## config.mk

```make
export PLATFORM = sky130hd
export DESIGN_NAME = hicr_regs
export DESIGN_NICKNAME = d
export VERILOG_FILES = /design/src/hicr_pkg.sv /design/src/hicr_regs.sv
export SDC_FILE = /design/constraint.sdc
export NUM_CORES = 1
export LEC_CHECK = 0
export ABC_AREA = 1
export BUFFER_PORTS_ARGS = -buffer_cell sky130_fd_sc_hd__buf_2
export CAP_MARGIN = 10
export CORE_MARGIN = 3
export CORE_UTILIZATION = 40
export CTS_CLUSTER_DIAMETER = 100
export CTS_CLUSTER_SIZE = 8
export DETAILED_ROUTE_END_ITERATION = 8
export GPL_TIMING_DRIVEN = 0
export SETUP_SLACK_MARGIN = 0.1
export SLEW_MARGIN = 10
export SYNTH_ARGS = -nofsm -noshare
export SYNTH_HDL_FRONTEND = slang
export SYNTH_SLANG_ARGS = --single-unit
```

## constraint.sdc

```tcl
create_clock -name clk_i -period 1.3 [get_ports clk_i]
set_input_delay 0.065 -clock clk_i [delete_from_list [all_inputs] [get_ports clk_i]]
set_output_delay 0.065 -clock clk_i [all_outputs]
set_load 0.03 [all_outputs]
```

## src/hicr_pkg.sv

```systemverilog
package hicr_pkg;
    // Register addresses
    localparam logic [7:0] ADDR_PRODUCT_ID_LOW  = 8'h02;
    localparam logic [7:0] ADDR_PRODUCT_ID_HIGH = 8'h03;
    localparam logic [7:0] ADDR_RELEASE_LOW     = 8'h04;
    localparam logic [7:0] ADDR_RELEASE_HIGH    = 8'h05;
    localparam logic [7:0] ADDR_SETUP_FIRST     = 8'h06;
    localparam logic [7:0] ADDR_SETUP_SECOND    = 8'h07;
    // Field positions
    localparam int POWER_SOURCE_BIT    = 7;
    localparam int RESERVED_BIT        = 6;
    localparam int FULL_SPEED_ONLY_BIT = 5;
    localparam int DYNAMIC_POWER_BIT   = 7;
    // Reset values
    localparam logic [7:0] RESET_BYTE  = 8'h00;
    // Mask of storable bits in the first setup byte
    localparam logic [7:0] SETUP_FIRST_MASK = 8'hbf;
endpackage

```

## src/hicr_regs.sv

```systemverilog
`timescale 1ns/1ps
// Contract
// - Hold product identifier upper byte at 0x03, paired with lower byte at 0x02.
// - Release number is BCD, reported unchanged as 16-bit release value.
// - Release number low byte at 0x04, high byte at 0x05.
// - Accept register writes from either the SMBus port or EEPROM loader.
// - First setup bit 7 selects bus-powered (0) or self-powered (1).
// - With dynamic switching on, power mode follows the local supply pin.
// - First setup bit 5 forces full-speed-only attachment when set.
// - Second setup bit 7 enables dynamic switching; supply change triggers re-attach.
module hicr_regs (
    input  wire logic       clk_i,                // 100 MHz clock
    input  wire logic       rst_i,                // Sync reset, active high
    input  wire logic       smb_wr_i,             // SMBus write strobe
    input  wire logic [7:0] smb_addr_i,           // SMBus register address
    input  wire logic [7:0] smb_wdata_i,          // SMBus write data
    input  wire logic [7:0] smb_raddr_i,          // SMBus read address
    output logic      [7:0] smb_rdata_o,          // SMBus read data
    input  wire logic       eep_wr_i,             // EEPROM loader write strobe
    input  wire logic [7:0] eep_addr_i,           // EEPROM loader address
    input  wire logic [7:0] eep_wdata_i,          // EEPROM loader data
    input  wire logic       local_supply_present_i, // Local power pin, async
    output logic [15:0]     product_id_o,         // Product identifier
    output logic [15:0]     release_bcd_o,        // Device release, BCD
    output logic            self_powered_o,       // Effective power mode
    output logic            full_speed_only_o,    // Hi-speed disabled
    output logic            reattach_o            // One-cycle re-attach request
);
    logic [7:0] pid_low_reg, pid_low_next;
    logic [7:0] pid_high_reg, pid_high_next;
    logic [7:0] rel_low_reg, rel_low_next;
    logic [7:0] rel_high_reg, rel_high_next;
    logic [7:0] setup1_reg, setup1_next;
    logic [7:0] setup2_reg, setup2_next;
    logic       sync1_reg, sync1_next;
    logic       sync2_reg, sync2_next;
    logic       supply_reg, supply_next;
    logic [7:0] rdata_reg, rdata_next;
    logic       self_reg, self_next;
    logic       reattach_reg, reattach_next;
    logic       wr;
    logic [7:0] waddr;
    logic [7:0] wdata;

    // SMBus wins if both paths strobe in one cycle
    always_comb
    begin
        wr    = smb_wr_i | eep_wr_i;
        waddr = smb_wr_i ? smb_addr_i : eep_addr_i;
        wdata = smb_wr_i ? smb_wdata_i : eep_wdata_i;
        pid_low_next  = pid_low_reg;
        pid_high_next = pid_high_reg;
        rel_low_next  = rel_low_reg;
        rel_high_next = rel_high_reg;
        setup1_next   = setup1_reg;
        setup2_next   = setup2_reg;
        if (wr)
        begin
            unique case (waddr)
                hicr_pkg::ADDR_PRODUCT_ID_LOW:  pid_low_next  = wdata;
                hicr_pkg::ADDR_PRODUCT_ID_HIGH: pid_high_next = wdata;
                hicr_pkg::ADDR_RELEASE_LOW:     rel_low_next  = wdata;
                hicr_pkg::ADDR_RELEASE_HIGH:    rel_high_next = wdata;
                hicr_pkg::ADDR_SETUP_FIRST:
                    setup1_next = wdata & hicr_pkg::SETUP_FIRST_MASK;
                hicr_pkg::ADDR_SETUP_SECOND:    setup2_next   = wdata;
                default: ;
            endcase
        end
    end

    always_ff @(posedge clk_i)
    begin
        if (rst_i)
        begin
            pid_low_reg  <= hicr_pkg::RESET_BYTE;
            pid_high_reg <= hicr_pkg::RESET_BYTE;
            rel_low_reg  <= hicr_pkg::RESET_BYTE;
            rel_high_reg <= hicr_pkg::RESET_BYTE;
            setup1_reg   <= hicr_pkg::RESET_BYTE;
            setup2_reg   <= hicr_pkg::RESET_BYTE;
            rdata_reg    <= hicr_pkg::RESET_BYTE;
        end
        else
        begin
            pid_low_reg  <= pid_low_next;
            pid_high_reg <= pid_high_next;
            rel_low_reg  <= rel_low_next;
            rel_high_reg <= rel_high_next;
            setup1_reg   <= setup1_next;
            setup2_reg   <= setup2_next;
            rdata_reg    <= rdata_next;
        end
    end

    // Read mux; unmapped addresses read zero
    // Read byte is registered: one cycle of latency buys a clean output
    always_comb
    begin
        unique case (smb_raddr_i)
            hicr_pkg::ADDR_PRODUCT_ID_LOW:  rdata_next = pid_low_reg;
            hicr_pkg::ADDR_PRODUCT_ID_HIGH: rdata_next = pid_high_reg;
            hicr_pkg::ADDR_RELEASE_LOW:     rdata_next = rel_low_reg;
            hicr_pkg::ADDR_RELEASE_HIGH:    rdata_next = rel_high_reg;
            hicr_pkg::ADDR_SETUP_FIRST:     rdata_next = setup1_reg;
            hicr_pkg::ADDR_SETUP_SECOND:    rdata_next = setup2_reg;
            default:                        rdata_next = 8'h00;
        endcase
    end

    // Pin synchroniser, then power mode decision
    always_comb
    begin
        // Only the second and third stages feed logic; the first may still be settling
        sync1_next  = local_supply_present_i;
        sync2_next  = sync1_reg;
        supply_next = sync2_reg;
        if (setup2_reg[hicr_pkg::DYNAMIC_POWER_BIT])
            self_next = supply_reg;
        else
            self_next = setup1_reg[hicr_pkg::POWER_SOURCE_BIT];
        // Any supply change while dynamic switching is on forces re-attach
        reattach_next = setup2_reg[hicr_pkg::DYNAMIC_POWER_BIT]
                        & (sync2_reg ^ supply_reg);
    end

    always_ff @(posedge clk_i)
    begin
        if (rst_i)
        begin
            sync1_reg    <= 1'b0;
            sync2_reg    <= 1'b0;
            supply_reg   <= 1'b0;
            self_reg     <= 1'b0;
            reattach_reg <= 1'b0;
        end
        else
        begin
            sync1_reg    <= sync1_next;
            sync2_reg    <= sync2_next;
            supply_reg   <= supply_next;
            self_reg     <= self_next;
            reattach_reg <= reattach_next;
        end
    end

    assign smb_rdata_o       = rdata_reg;
    assign product_id_o      = {pid_high_reg, pid_low_reg};
    assign release_bcd_o     = {rel_high_reg, rel_low_reg};
    assign self_powered_o    = self_reg;
    assign full_speed_only_o = setup1_reg[hicr_pkg::FULL_SPEED_ONLY_BIT];
    assign reattach_o        = reattach_reg;
endmodule

```

# Yosys cells after proc, flatten, opt, wreduce, memory -nomap -nowiden
# Index checks and enable logic that the tools add are counted.
[word_totals]
out_inout_bits = 43
regBits = 60
wordCells = 37
in_bits = 45
[classes]
eq_ne = 12
n_mux = 4
reduce_logical = 6
bitwise = 3
[ops]
columns = ["cell", "n"]
rows = [
  ["== test 8 x 3 -> 1 bit (second input constant)", 8],
  ["one-hot mux 8 bit (6 select lines)", 1],
  ["== test 8 x 2 -> 1 bit (second input constant)", 4],
  ["2-to-1 mux 8 bit", 2],
  ["AND reduction 2 bit", 6],
  ["bitwise AND 1 bit", 1],
  ["2-to-1 mux 1 bit", 1],
  ["bitwise OR 1 bit", 1],
  ["XOR 1 bit", 1],
]

# Depth between registers and ports, before layout
# Gate-level depths: netlist of run 1.
[logic_depth]
word_depth = 3
mapped_depth = 11
mapped_depth_nobuf = 9

# Worst setup path after synthesis of run 1
# Ideal clock, no wire load.
[synth_timing]
path_type = "input to register"
from = "input port smb_wr_i"
to = "register pid_high_reg[0]"
path_stages = 7
setup_time_ps = 113
required_time_ps = 1187
arrival_ps = 1040
setup_slack_ps = 147
n_path_buf = 2
cell_sequence = "buf_6 > buf_2 > or2_2 > o21ai_0 > nand4_1 > nand2_1 > nor2_1"
[synth_between]
elab_chain_len = 3
elab_cells_between_ends = 5
classes_between = "eq/ne (1); mux (2); bitwise (1); reduce/logical (1)"
[synth_lines]
columns = ["item", "line_no", "text"]
rows = [
  ["from (decl)", "hicr_regs.sv:14", "input wire logic smb_wr_i,"],
  ["2-to-1 mux 8 bit", "hicr_regs.sv:49", "waddr = smb_wr_i ? smb_addr_i : eep_addr_i;"],
  ["== test 8 x 2 -> 1 bit", "hicr_regs.sv:59", "unique case (waddr)"],
  ["AND reduction 2 bit (no source line)", "-", ""],
  ["to (signal assigned)", "hicr_regs.sv:77", "pid_high_reg <= hicr_pkg::RESET_BYTE;"],
  ["to (signal assigned)", "hicr_regs.sv:87", "pid_high_reg <= pid_high_next;"],
  ["to (decl)", "hicr_regs.sv:30", "logic [7:0] pid_high_reg, pid_high_next;"],
]
# Several ways; a longest one is shown, not always the timed one.
# A chain may end at the register's enable or synchronous reset.

# Worst setup path after layout of run 1
[layout_timing]
from = "input port smb_wr_i"
to = "register setup2_reg[1]"
[layout_between]
elab_chain_len = 3
elab_cells_between_ends = 5
classes_between = "eq/ne (1); mux (2); bitwise (1); reduce/logical (1)"
[layout_lines]
columns = ["item", "line_no", "text"]
rows = [
  ["2-to-1 mux 8 bit", "hicr_regs.sv:49", ""],
  ["== test 8 x 3 -> 1 bit", "hicr_regs.sv:59", ""],
  ["AND reduction 2 bit (no source line)", "-", ""],
  ["to (signal assigned)", "hicr_regs.sv:81", "setup2_reg <= hicr_pkg::RESET_BYTE;"],
  ["to (signal assigned)", "hicr_regs.sv:91", "setup2_reg <= setup2_next;"],
  ["to (decl)", "hicr_regs.sv:34", "logic [7:0] setup2_reg, setup2_next;"],
]
# Several ways; a longest one is shown, not always the timed one.

==> results.md, run 1 <==
* Worst-path clk slew at 0.08 ns
* Via density at 4.91
* Post-synth top area share at 35.8%
* Worst-path cell chain: buf_6, buf_2, or2_2, o21ai_1, nand4_1, nand2_1, nor2_1
* Reg2reg path depth at 4
* Fin. max-slew vios at 0
* CTS tree: built
* Max-cap violations at 0
* IO Port Bufs at 85
* Synth cell types at 28
* WHS Path Cells at 4
* Post-Syn Area at 3350 sq um
* Power Dens Cells at 993 nW/um^2
* Initial Util at 42.3%
* Vias in the first global route at 3296
* # diodes at 0
* Design area at roughly 4100 sq um
* Detail Route Antenna Nets at 0
* Synth Flop Type: dfxtp_1
* Fmax at 923 MHz
* Fillcell total at 849
* Slew @ Worst Pin at 0.670 ns
* First-pass DRT Iterations at 5
* Crit path time final at roughly 1.1 ns
* Initial DRC Count at 203
* I/O pin cnt at 88
* Die height at 97.6 um
* Critical Path Source Type: primary input
* Slew HR at 55.1%
* Worst setup EP type: flop
* Worst-skew pair later-pin latency at 0.34 ns
* CP max stage cell: o21ai_1
* Setup CP Type: primary input to flop
* Sink Count at 60
* CP Max Fanout at 10
* Post-place setup slack at -0.379 ns
* # DRC at 0
* Clock Path Buffers at 2
* Yosys reg bits at 60
* EDFF count, synth at 0
* H-tree depth at 3
* RSZ-0062 raised after global routing: no
* Gr ovfl total at 0
* Reg-to-reg critical path startpoint: rel_low_reg[3]
* Wire per inst at 14.0 um
* Final Cycle Share at 83.4%
* Via count at 3444
* Most numerous cell in the Yosys netlist: nor2_1
* Asr flop ratio synth at 0%
* Largest net degree at the start of global routing at 13
* Worst hold path class: primary input to flop
* P&R area growth vs syn at 23.1%
* Post-synth net total at 543
* Seq/Total Area, Yosys at 35.8%
* TritonCTS buffer count at 9
* Core footprint at 7930 sq um
* Status: completed
* Die Area at 9520 sq um
* WP data required at 1.55 ns
* Post-Syn Instances at about 500
* Fin nets at 640
* Post-synth top cells: nor2_1, nand2_1, dfxtp_1
* CTS root buf: clkbuf_8
* Final setup viols at 0
* Die width at 97.6 um
* Yosys warning count at 0
* Power, Total at 4100 uW
* Leading area contributor after synthesis: dfxtp_1
* First-pass GRT wire length at 16.3 mm
* Ranking of synthesized cells by area: dfxtp_1, nor2_1, nand2_1
* Row cnt at 32
* Placed cell area at 3910 sq um
* Worst Clk Skew at 0.00666 ns
* Util after Layout at a little over half
* Final hold vios at 0
* Worst VDD drop at ~500 uV
* DP HPWL at approximately 7.6 mm
* Post-Route WL at 9.86 mm
* Initial antenna violation count at 0
* Setup TNS at 0 ns
* WP data arrival at 1.33 ns
* Layout cell share with drive strength beyond 1 at 26.0%
* Final WS setup at roughly 0.22 ns
* GRT Total Usage at roughly 21%
* Final GP Congestion at 0.837
* Min-delay src: smb_raddr_i[3]
* Crit-path max cell delay at 0.36 ns
* Mapped Avg Cell Area at 6.73 sq um
* Leak at approximately 0.0021 uW
* Worst Setup SP: smb_wr_i
## routing by layer
| layer | wire [um] | track usage [%] | vias to the layer above |
|---|---|---|---|
| met3 | 476 | 3.23 | 11 |
| met1 | 4530 | 28.3 | 1543 |
| li1 | - | - | 1791 |
| met2 | 4720 | 35.5 | 99 |
| met4 | 123 | 7.67 | 0 |
| met5 | 0 | 0 | - |
## placed cells by master (no fill, tap or decap), types with 2 or more instances in the layout
cell,Yosys,routed
inv_6,1,2
o21ai_1,2,9
inv_1,56,56
buf_4,3,3
or2_2,8,8
buf_2,7,90
nor2_2,1,2
nand3_1,49,49
buf_6,6,6
clkbuf_4,0,2
inv_2,3,3
nand2_2,4,4
nand3_4,2,2
clkinv_2,0,2
buf_1,4,4
dfxtp_1,60,60
nor2_8,4,4
o21ai_0,10,2
nand4_1,47,47
nand2_4,5,5
clkinv_4,0,3
a21oi_1,7,7
nor2_1,103,102
clkbuf_8,0,9
nand2_1,101,101
clkbuf_1,4,3
nor2_4,6,6
## stage by stage
stage          cells  hold WS [ns]
6_report         702         0.105
5_1_grt          702         0.138
3_3_place_gp     685         0.263
2_1_floorplan    498         0.172
3_5_place_dp     685         0.287
4_1_cts          702        0.0859
## power by group
| group | leakage (uW) | switching, uW | internal [uW] | total, uW |
|---|---|---|---|---|
| Sequential | 0.000484 | 6.74 | 1850 | 1850 |
| Combinational | 0.00151 | 348 | 165 | 513 |
| Clock | 0.000104 | 840 | 894 | 1730 |
| Total | 0.00210 | 1190 | 2910 | 4100 |
## area by class of cell
cell class / count / area, sq um / area share [%]
multi-input combinational: 353 / 1770 / 42.8
sequential: 60 / 1200 / 29.1
timing repair buffer: 86 / 435 / 10.5
inverter: 61 / 236 / 5.73
buffer: 24 / 161 / 3.91
tap: 102 / 128 / 3.09
clock buffer: 9 / 124 / 3.00
clock inverter: 7 / 75.1 / 1.82
## worst paths after layout
| kind | endpoint | slack, ns |
|---|---|---|
| worst min register to register | supply_next | 0.41 |
| worst min-delay path | smb_rdata_o[5] | 0.10 |
| worst max register to register | smb_rdata_o[3] | 0.42 |
| worst max-delay path | setup2_reg[1] | 0.22 |
## critical path, delay by kind of cell
| kind | cells | cell delay [ns] |
|---|---|---|
| simple gates | 4 | 0.62 |
| buf+inv | 2 | 0.28 |
| compound gates | 1 | 0.36 |
## kinds of logic after synthesis
kind of cell / after synthesis / synth area share, %
DFF: 60 / 35.8
and+or+nand+nor: 331 / 48.7
AOI/OAI and AO/OA: 22 / 3.81
buffers and inverters: 85 / 11.7
## what timing repair did
item	in CTS	in global routing
buffers inserted	0	0
resized for setup	6	8
hold endpoints to repair	1	0
setup endpoints to repair	26	11
hold buffers	1	0
No activity file was read; power rests on OpenSTA's default activity.
==> run 2: changes to the inputs <==
Settings changed: PLACE_DENSITY from default to 0.66.
Clock period 1.3 ns to 0.91 ns, I/O delays scaled along.
==> run 2 against run 1 <==
Against the previous run: routed wire length rose by 19%; die area is the same; worst setup slack got worse by 0.20 ns; highest routed layer unchanged.
==> results.md, run 2 (synthesis results as in run 1) <==
* Status: completed
* Final hold vios at 0 (unchanged)
* Final GP Congestion at 0.837 (about the same)
* CP max stage cell: dfxtp_4
* WP data arrival at 0.85 ns (-0.48 ns)
* Layout cell share with drive strength beyond 1 at 53.9% (+28 points)
* Detail Route Antenna Nets at 0 (unchanged)
* Initial antenna violation count at 0 (unchanged)
* Most frequent cells in the layout: nand2_1, nor2_1, buf_6
* IO Port Bufs at 85 (unchanged)
* Worst reg2reg setup slack at 0.02 ns (-0.40 ns)
* # diodes at 0 (unchanged)
* Power Dens Cells at 1120 nW/um^2 (+13%)
* Worst Setup EP: product_id_o[10]
* CP top delay family: flip-flops
* # DRC at 0 (unchanged)
* Worst setup EP type: primary output
* Vias in the first global route at 3453 (+4.8%)
* R2r endpoint: smb_rdata_o[4]
* Reg2reg path depth at 5 (+1)
* Slew HR at 74.1% (+19 points)
* Fmax at 1120 MHz
* Setup TNS at 0 ns (unchanged)
* Max-cap violations at 0 (unchanged)
* Commonest non-fill, non-tap cell in the layout: nand2_1
* Worst Setup SP: pid_high_reg[2]
* Die Area at 9520 sq um (unchanged)
* Design area at 5550 sq um (+34%)
* Fillcell total at 631 (-26%)
* Reg-to-reg critical path startpoint: pid_high_reg[4]
* CP Depth at 1 (-6)
* Final setup viols at 0 (unchanged)
* First-pass GRT wire length at 17.1 mm (+5.2%)
* Area of the multi-input gates at 2220 sq um (+26%)
* Slew @ Worst Pin at 0.388 ns (-0.282 ns)
* GRT Total Usage at 22.4% (+0.95 points)
* CP Max Fanout at 3 (-7)
* Core footprint at 7930 sq um (unchanged)
* DP HPWL at 7.57 mm (-0.37%)
* Crit-path max cell delay at 0.37 ns (about the same)
* Crit path time final at 0.895 ns
* Leak at 0.00258 uW (+23%)
* Clock Path Buffers at 2 (unchanged)
* Fin. max-slew vios at 0 (unchanged)
* Final WS setup at 0.0151 ns (-0.201 ns)
* First-pass DRT Iterations at 7 (+2)
* Worst hold path class: primary input to flop
* Worst-path clk slew at 0.08 ns (about the same)
* TritonCTS buffer count at 9 (unchanged)
* Register Area at 1290 sq um (+7.1%)
* Cell Count, Final, Fillers Out at 749 (+6.7%)
* H-tree depth at 3 (unchanged)
* Placed cell area at 4130 sq um (+5.8%)
* CTS tree: built
* Via count at 3914 (+14%)
* Die width at 97.6 um (unchanged)
* Via density at 5.23 (+6.5%)
* RSZ-0062 raised after global routing: yes
* Wire per inst at 15.7 um (+12%)
* Post-Route WL at 11.7 mm (+19%)
* Setup CP Type: flop to primary output
* Worst Clk Skew at 0.00643 ns (-0.000228 ns)
* Sink Count at 60 (unchanged)
* Fin Hold WS at 0.0385 ns (-0.0661 ns)
* Critical Path Source Type: flop
* Worst VDD drop at 711 uV (+39%)
* Worst-path cell chain: buf_6
* Dpl cells at 685 (unchanged)
* Gr ovfl total at 0 (unchanged)
* CTS root buf: clkbuf_8
* Worst-skew pair later-pin latency at 0.34 ns (about the same)
* P&R area growth vs syn at 65.6%
* Post-place setup slack at -0.561 ns (-0.182 ns)
* CP Buf/Inv Count at 1 (-1)
* Largest net degree at the start of global routing at 13 (unchanged)
* I/O pin cnt at 88 (unchanged)
* Fin nets at 687 (+7.3%)
* Row cnt at 32 (unchanged)
* Initial Util at 42.3% (unchanged)
* Final Cycle Share at just under 100%
* Die height at 97.6 um (unchanged)
* WP data required at 0.86 ns (-0.69 ns)
* Initial DRC Count at 306 (+51%)
==> run 2: cell count changes in the layout (fill, tap and decap cells not counted), sizes merged <==
| cell | delta |
|---|---|
| buf | +42 |
| bufbuf | +1 |
| clkbuf | +1 |
| clkinv | +1 |
| dlygate4sd3 | +2 |
| inv | -1 |
| nor2 | +1 |
==> run 2: power by group <==
group,switching [uW],internal (uW)
sequential,11.8,2600
combinational,676,498
clock,1170,1280
total,1860,4380
==> run 2: area by class of cell <==
| cell class | instances | share of cell area [%] |
|---|---|---|
| Buffer | 24 | 4.69 |
| Clock buffer | 9 | 2.23 |
| Clock inverter | 7 | 1.35 |
| Inverter | 61 | 4.80 |
| Multi-Input combinational cell | 354 | 40.0 |
| Sequential cell | 60 | 23.2 |
| Tap cell | 102 | 2.30 |
| Timing Repair Buffer | 132 | 21.4 |
==> run 2: per-layer routing <==
metal | GRT usage (%) | vias to the layer above | share of wire [%]
met5 | 0 | - | 0
met4 | 6.82 | 0 | 1.7
met3 | 5.17 | 22 | 7.1
met2 | 37.3 | 199 | 50
met1 | 28.7 | 1797 | 41
li1 | - | 1896 | -
==> run 2: worst min path at each step <==
stage | startpoint | end | slack [ns] | cells past startpoint
after detailed placement | local_supply_present_i | sync1_reg | 0.26 | 3
after global routing | smb_raddr_i[3] | smb_rdata_o[2] | 0.05 | 4
final | smb_raddr_i[3] | smb_rdata_o[2] | 0.04 | 4
after floorplan | local_supply_present_i | sync1_reg | 0.15 | 2
after global placement | local_supply_present_i | sync1_reg | 0.25 | 3
after CTS | rst_i | supply_next | 0.06 | 2
==> run 2: stage by stage <==
| step | utilization, % | total power (uW) |
|---|---|---|
| after global placement | 52.1 | 3490 |
| final | 70.0 | 6240 |
| after detailed placement | 52.1 | 3510 |
| after global routing | 70.0 | 6430 |
| after CTS | 63.1 | 6040 |
| after floorplan | - | 3270 |
==> run 2: repair_timing <==
item                                   CTS  global route
gates resized for setup                142           106
setup endpoints to repair               96            99
pin swaps                               51            73
endpoints found under the hold margin    1             2
hold buffers                             1             2
gates cloned                             2             6
buffers inserted                        22            15
==> run 3: changes to the inputs <==
Settings changed: ABC_AREA 1 to default, PLACE_DENSITY 0.66 to 0.67.
==> run 3 against run 2 <==
Against the previous run: the flow now finishes with violations (negative setup slack); register-to-register slack got worse by 0.18 ns; clock power fell by 7%; non-clock buffer count fell by 27; area after synthesis fell by 13%; critical path depth rose by 2; global-route usage fell by 1.5 points; sequential cell count did not move; critical endpoint is now smb_rdata_o[0]; largest cell class unchanged; largest power group unchanged.
==> results.md, run 3 <==
* Status: complete, but fails checks
* Violated checks: negative setup slack
* CP top delay family: multiplexers
* Detail Route Antenna Nets at 0 (unchanged)
* Final setup viols at 59 (+59)
* Post-synth top cells: mux2i_1, dfxtp_1, nand2b_1
* CP Buf/Inv Count at 0 (-1)
* # diodes at 0 (unchanged)
* Leading area contributor after synthesis: dfxtp_1
* Cell internal pwr at 4180 uW (-4.5%)
* Post-synthesis compound-gate area fraction at 7.13% (+3.3 points)
* Worst-path cell chain: mux4_2, a21oi_2, nor2_1
* Wire per inst at 17.2 um (+9.7%)
* WP data required at 1.15 ns (+0.29 ns)
* Fillcell total at 541 (-14%)
* DP HPWL at 5.42 mm (-28%)
* Die Area at 8390 sq um (-12%)
* Mapped Avg Cell Area at 10.6 sq um (+57%)
* EDFF count, synth at 0 (unchanged)
* Via count at 2444 (-38%)
* Met3 WL at 363 um (-57%)
* First-pass DRT Iterations at 4 (-3)
* Critical Path Source Type: flop
* Yosys warning count at 0 (unchanged)
* Gr ovfl total at 0 (unchanged)
* Post-Syn Area at 2930 sq um (-13%)
* Leak at 0.00173 uW (-33%)
* Slew HR at 71.8% (-2.4 points)
* Slew @ Worst Pin at 0.423 ns (+0.0356 ns)
* # DRC at 0 (unchanged)
* Seq/Total Area, Yosys at 41.0% (+5.2 points)
* I/O pin cnt at 88 (unchanged)
* Setup CP Type: flop to flop
* Comb power frac at 10.6% (-8.2 points)
* CTS root buf: clkbuf_8
* Post-place setup slack at -0.671 ns (-0.110 ns)
* Worst Setup SP: pid_low_reg[0]
* Final Cycle Share at 118% (+20 points)
* Vias in the first global route at 2574 (-25%)
* Post-Route WL at 8.53 mm (-27%)
* Sw power at 1320 uW (-29%)
* Metal2 WL at 4.33 mm (-26%)
* Seq pwr share at 47.8% (+5.9 points)
* CP Max Fanout at 3 (unchanged)
* Initial DRC Count at 77 (-75%)
* Most numerous cell in the Yosys netlist: mux2i_1
* Synth Flop Type: dfxtp_1
* Power Dens Cells at 1240 nW/um^2 (+10%)
* IO Port Bufs at 83 (-2.4%)
* TritonCTS buffer count at 9 (unchanged)
* P&R area growth vs syn at 51.5%
* Post-synthesis simple-gate area fraction at 20.9% (-28 points)
* Crit path time final at 1.07 ns (+0.180 ns)
* CTS tree: built
* Adder-Cell Fraction of Synth Area at 0% (unchanged)
* Worst-path clk slew at 0.07 ns (about the same)
* Fin. max-slew vios at 0 (unchanged)
* Ranking of synthesized cells by area: dfxtp_1, mux2i_1, nand2b_1
* Clock Path Buffers at 2 (unchanged)
* Synth cell types at 36 (+29%)
* Final GP Congestion at 0.787 (-6.0%)
* Final WS setup at -0.165 ns (-0.180 ns)
* Min-delay src: smb_raddr_i[3]
* Layout cell share with drive strength beyond 1 at 53.3% (-0.69 points)
* Post-synth top area share at 41.0% (+5.2 points)
* Die width at 91.6 um (-6.1%)
* Worst-skew pair later-pin latency at 0.35 ns (about the same)
* Worst setup EP type: flop
* Largest net degree at the start of global routing at 11 (-2)
* Worst VDD drop at 625 uV (-12%)
* Sw Share at 24.0% (-5.8 points)
* Top Metal Used: met4
* Worst Clk Skew at 0.00589 ns (-0.000535 ns)
* Initial Util at 42.2% (-0.12 points)
* Post-synth net total at 322 (-41%)
* Fin nets at 441 (-36%)
* Asr flop ratio synth at 0% (unchanged)
* Reg-to-reg critical path startpoint: pid_low_reg[0]
* Core footprint at 6940 sq um (-12%)
* Commonest non-fill, non-tap cell in the layout: mux2i_1
* Die height at 91.6 um (-6.1%)
* Xor-xnor portion of the synthesized cell area at 0.299% (+0.30 points)
* Sink Count at 60 (unchanged)
* Worst reg2reg setup slack at -0.16 ns (-0.18 ns)
* Via density at 4.93 (-5.7%)
* First-pass GRT wire length at 13.4 mm (-22%)
* Initial antenna violation count at 0 (unchanged)
* Yosys reg bits at 60 (unchanged)
* Post-synthesis mux area share at 27.0% (+27 points)
* Most frequent cells in the layout: mux2i_1, buf_6, nand2b_1
* Fmax at 930 MHz (-17%)
* Routed met1 length at 3.61 mm (-26%)
* Crit-path max cell delay at 0.46 ns (+0.09 ns)
* Final hold vios at 0 (unchanged)
* Max-cap violations at 0 (unchanged)
* Largest family of logic cells by synthesized area: multiplexers
* RSZ-0062 raised after global routing: yes
* Clk network pwr share at 41.6% (+2.4 points)
* Post-Syn Instances at 277 (-44%)
* GRT Total Usage at 20.9% (-1.5 points)
* Setup TNS at -6.39 ns (-6.39 ns)
* H-tree depth at 3 (unchanged)
* Row cnt at 30 (-6.3%)
* CP max stage cell: mux4_2
* Worst hold path class: primary input to flop
* WP data arrival at 1.32 ns (+0.47 ns)
==> run 3: what timing repair did <==
action,CTS,global route
resized for setup,151,16
hold endpoints to repair,1,0
endpoints found under the setup margin,102,98
cloned,1,0
hold buffers,1,0
setup buffers,19,4
pin swaps,11,9
==> run 3: final cells by class <==
type	count	area (sq um)	area share [%]
Multi-Input combinational cell	195	1710	38.6
Sequential cell	60	1260	28.5
Timing Repair Buffer	108	1020	23.0
Clock buffer	14	183	4.12
Buffer	21	129	2.90
Tap cell	96	120	2.71
Clock inverter	1	5.00	0.113
Inverter	1	3.75	0.0846
==> run 3: cell families (layout without fill, tap and decap cells) <==
kind of cell,count (synthesis),after routing
AND/OR/NAND/NOR,97,97
multiplexers,74,74
flip-flops,60,60
AO/OA/AOI/OAI,23,23
buffers and inverters,22,145
XOR/XNOR,1,1
==> run 3: per-stage QoR <==
stage	hold WS [ns]	instance area (sq um)	total power, uW	util, %	cells
finish	0.115	4440	5500	63.9	496
CTS	0.0992	4360	5490	62.8	492
global route	0.132	4440	5670	63.9	496
detailed placement	0.261	3510	3180	50.6	456
global placement	0.255	3510	3170	50.6	456
floorplan	0.174	2980	2990	-	277
==> run 3: metal layers <==
layer / up-vias / track usage (%)
li1: 1198 / -
met1: 1152 / 24.5
met2: 74 / 36.5
met3: 20 / 4.06
met4: 0 / 9.42
met5: - / 0
==> run 3: final timing paths <==
kind | end | cells after the start
setup / recovery | smb_rdata_o[0] | 3
hold / removal | smb_rdata_o[5] | 4
setup reg to reg | smb_rdata_o[0] | 3
hold reg to reg | supply_next | 1
==> run 3: tightest hold or removal path, delay by kind of cell <==
family	cells	cell delay (ns)
buf+inv	1	0.09
compound gates	1	0.09
simple gates	2	0.19
==> run 3: power groups by stage <==
| stage | Sequential (uW) | Clock, uW | Combinational, uW |
|---|---|---|---|
| global route | 2630 | 2420 | 624 |
| CTS | 2640 | 2300 | 547 |
| global placement | 2700 | 0 | 471 |
| finish | 2630 | 2290 | 580 |
| floorplan | 2700 | 0 | 288 |
| detailed placement | 2700 | 0 | 481 |
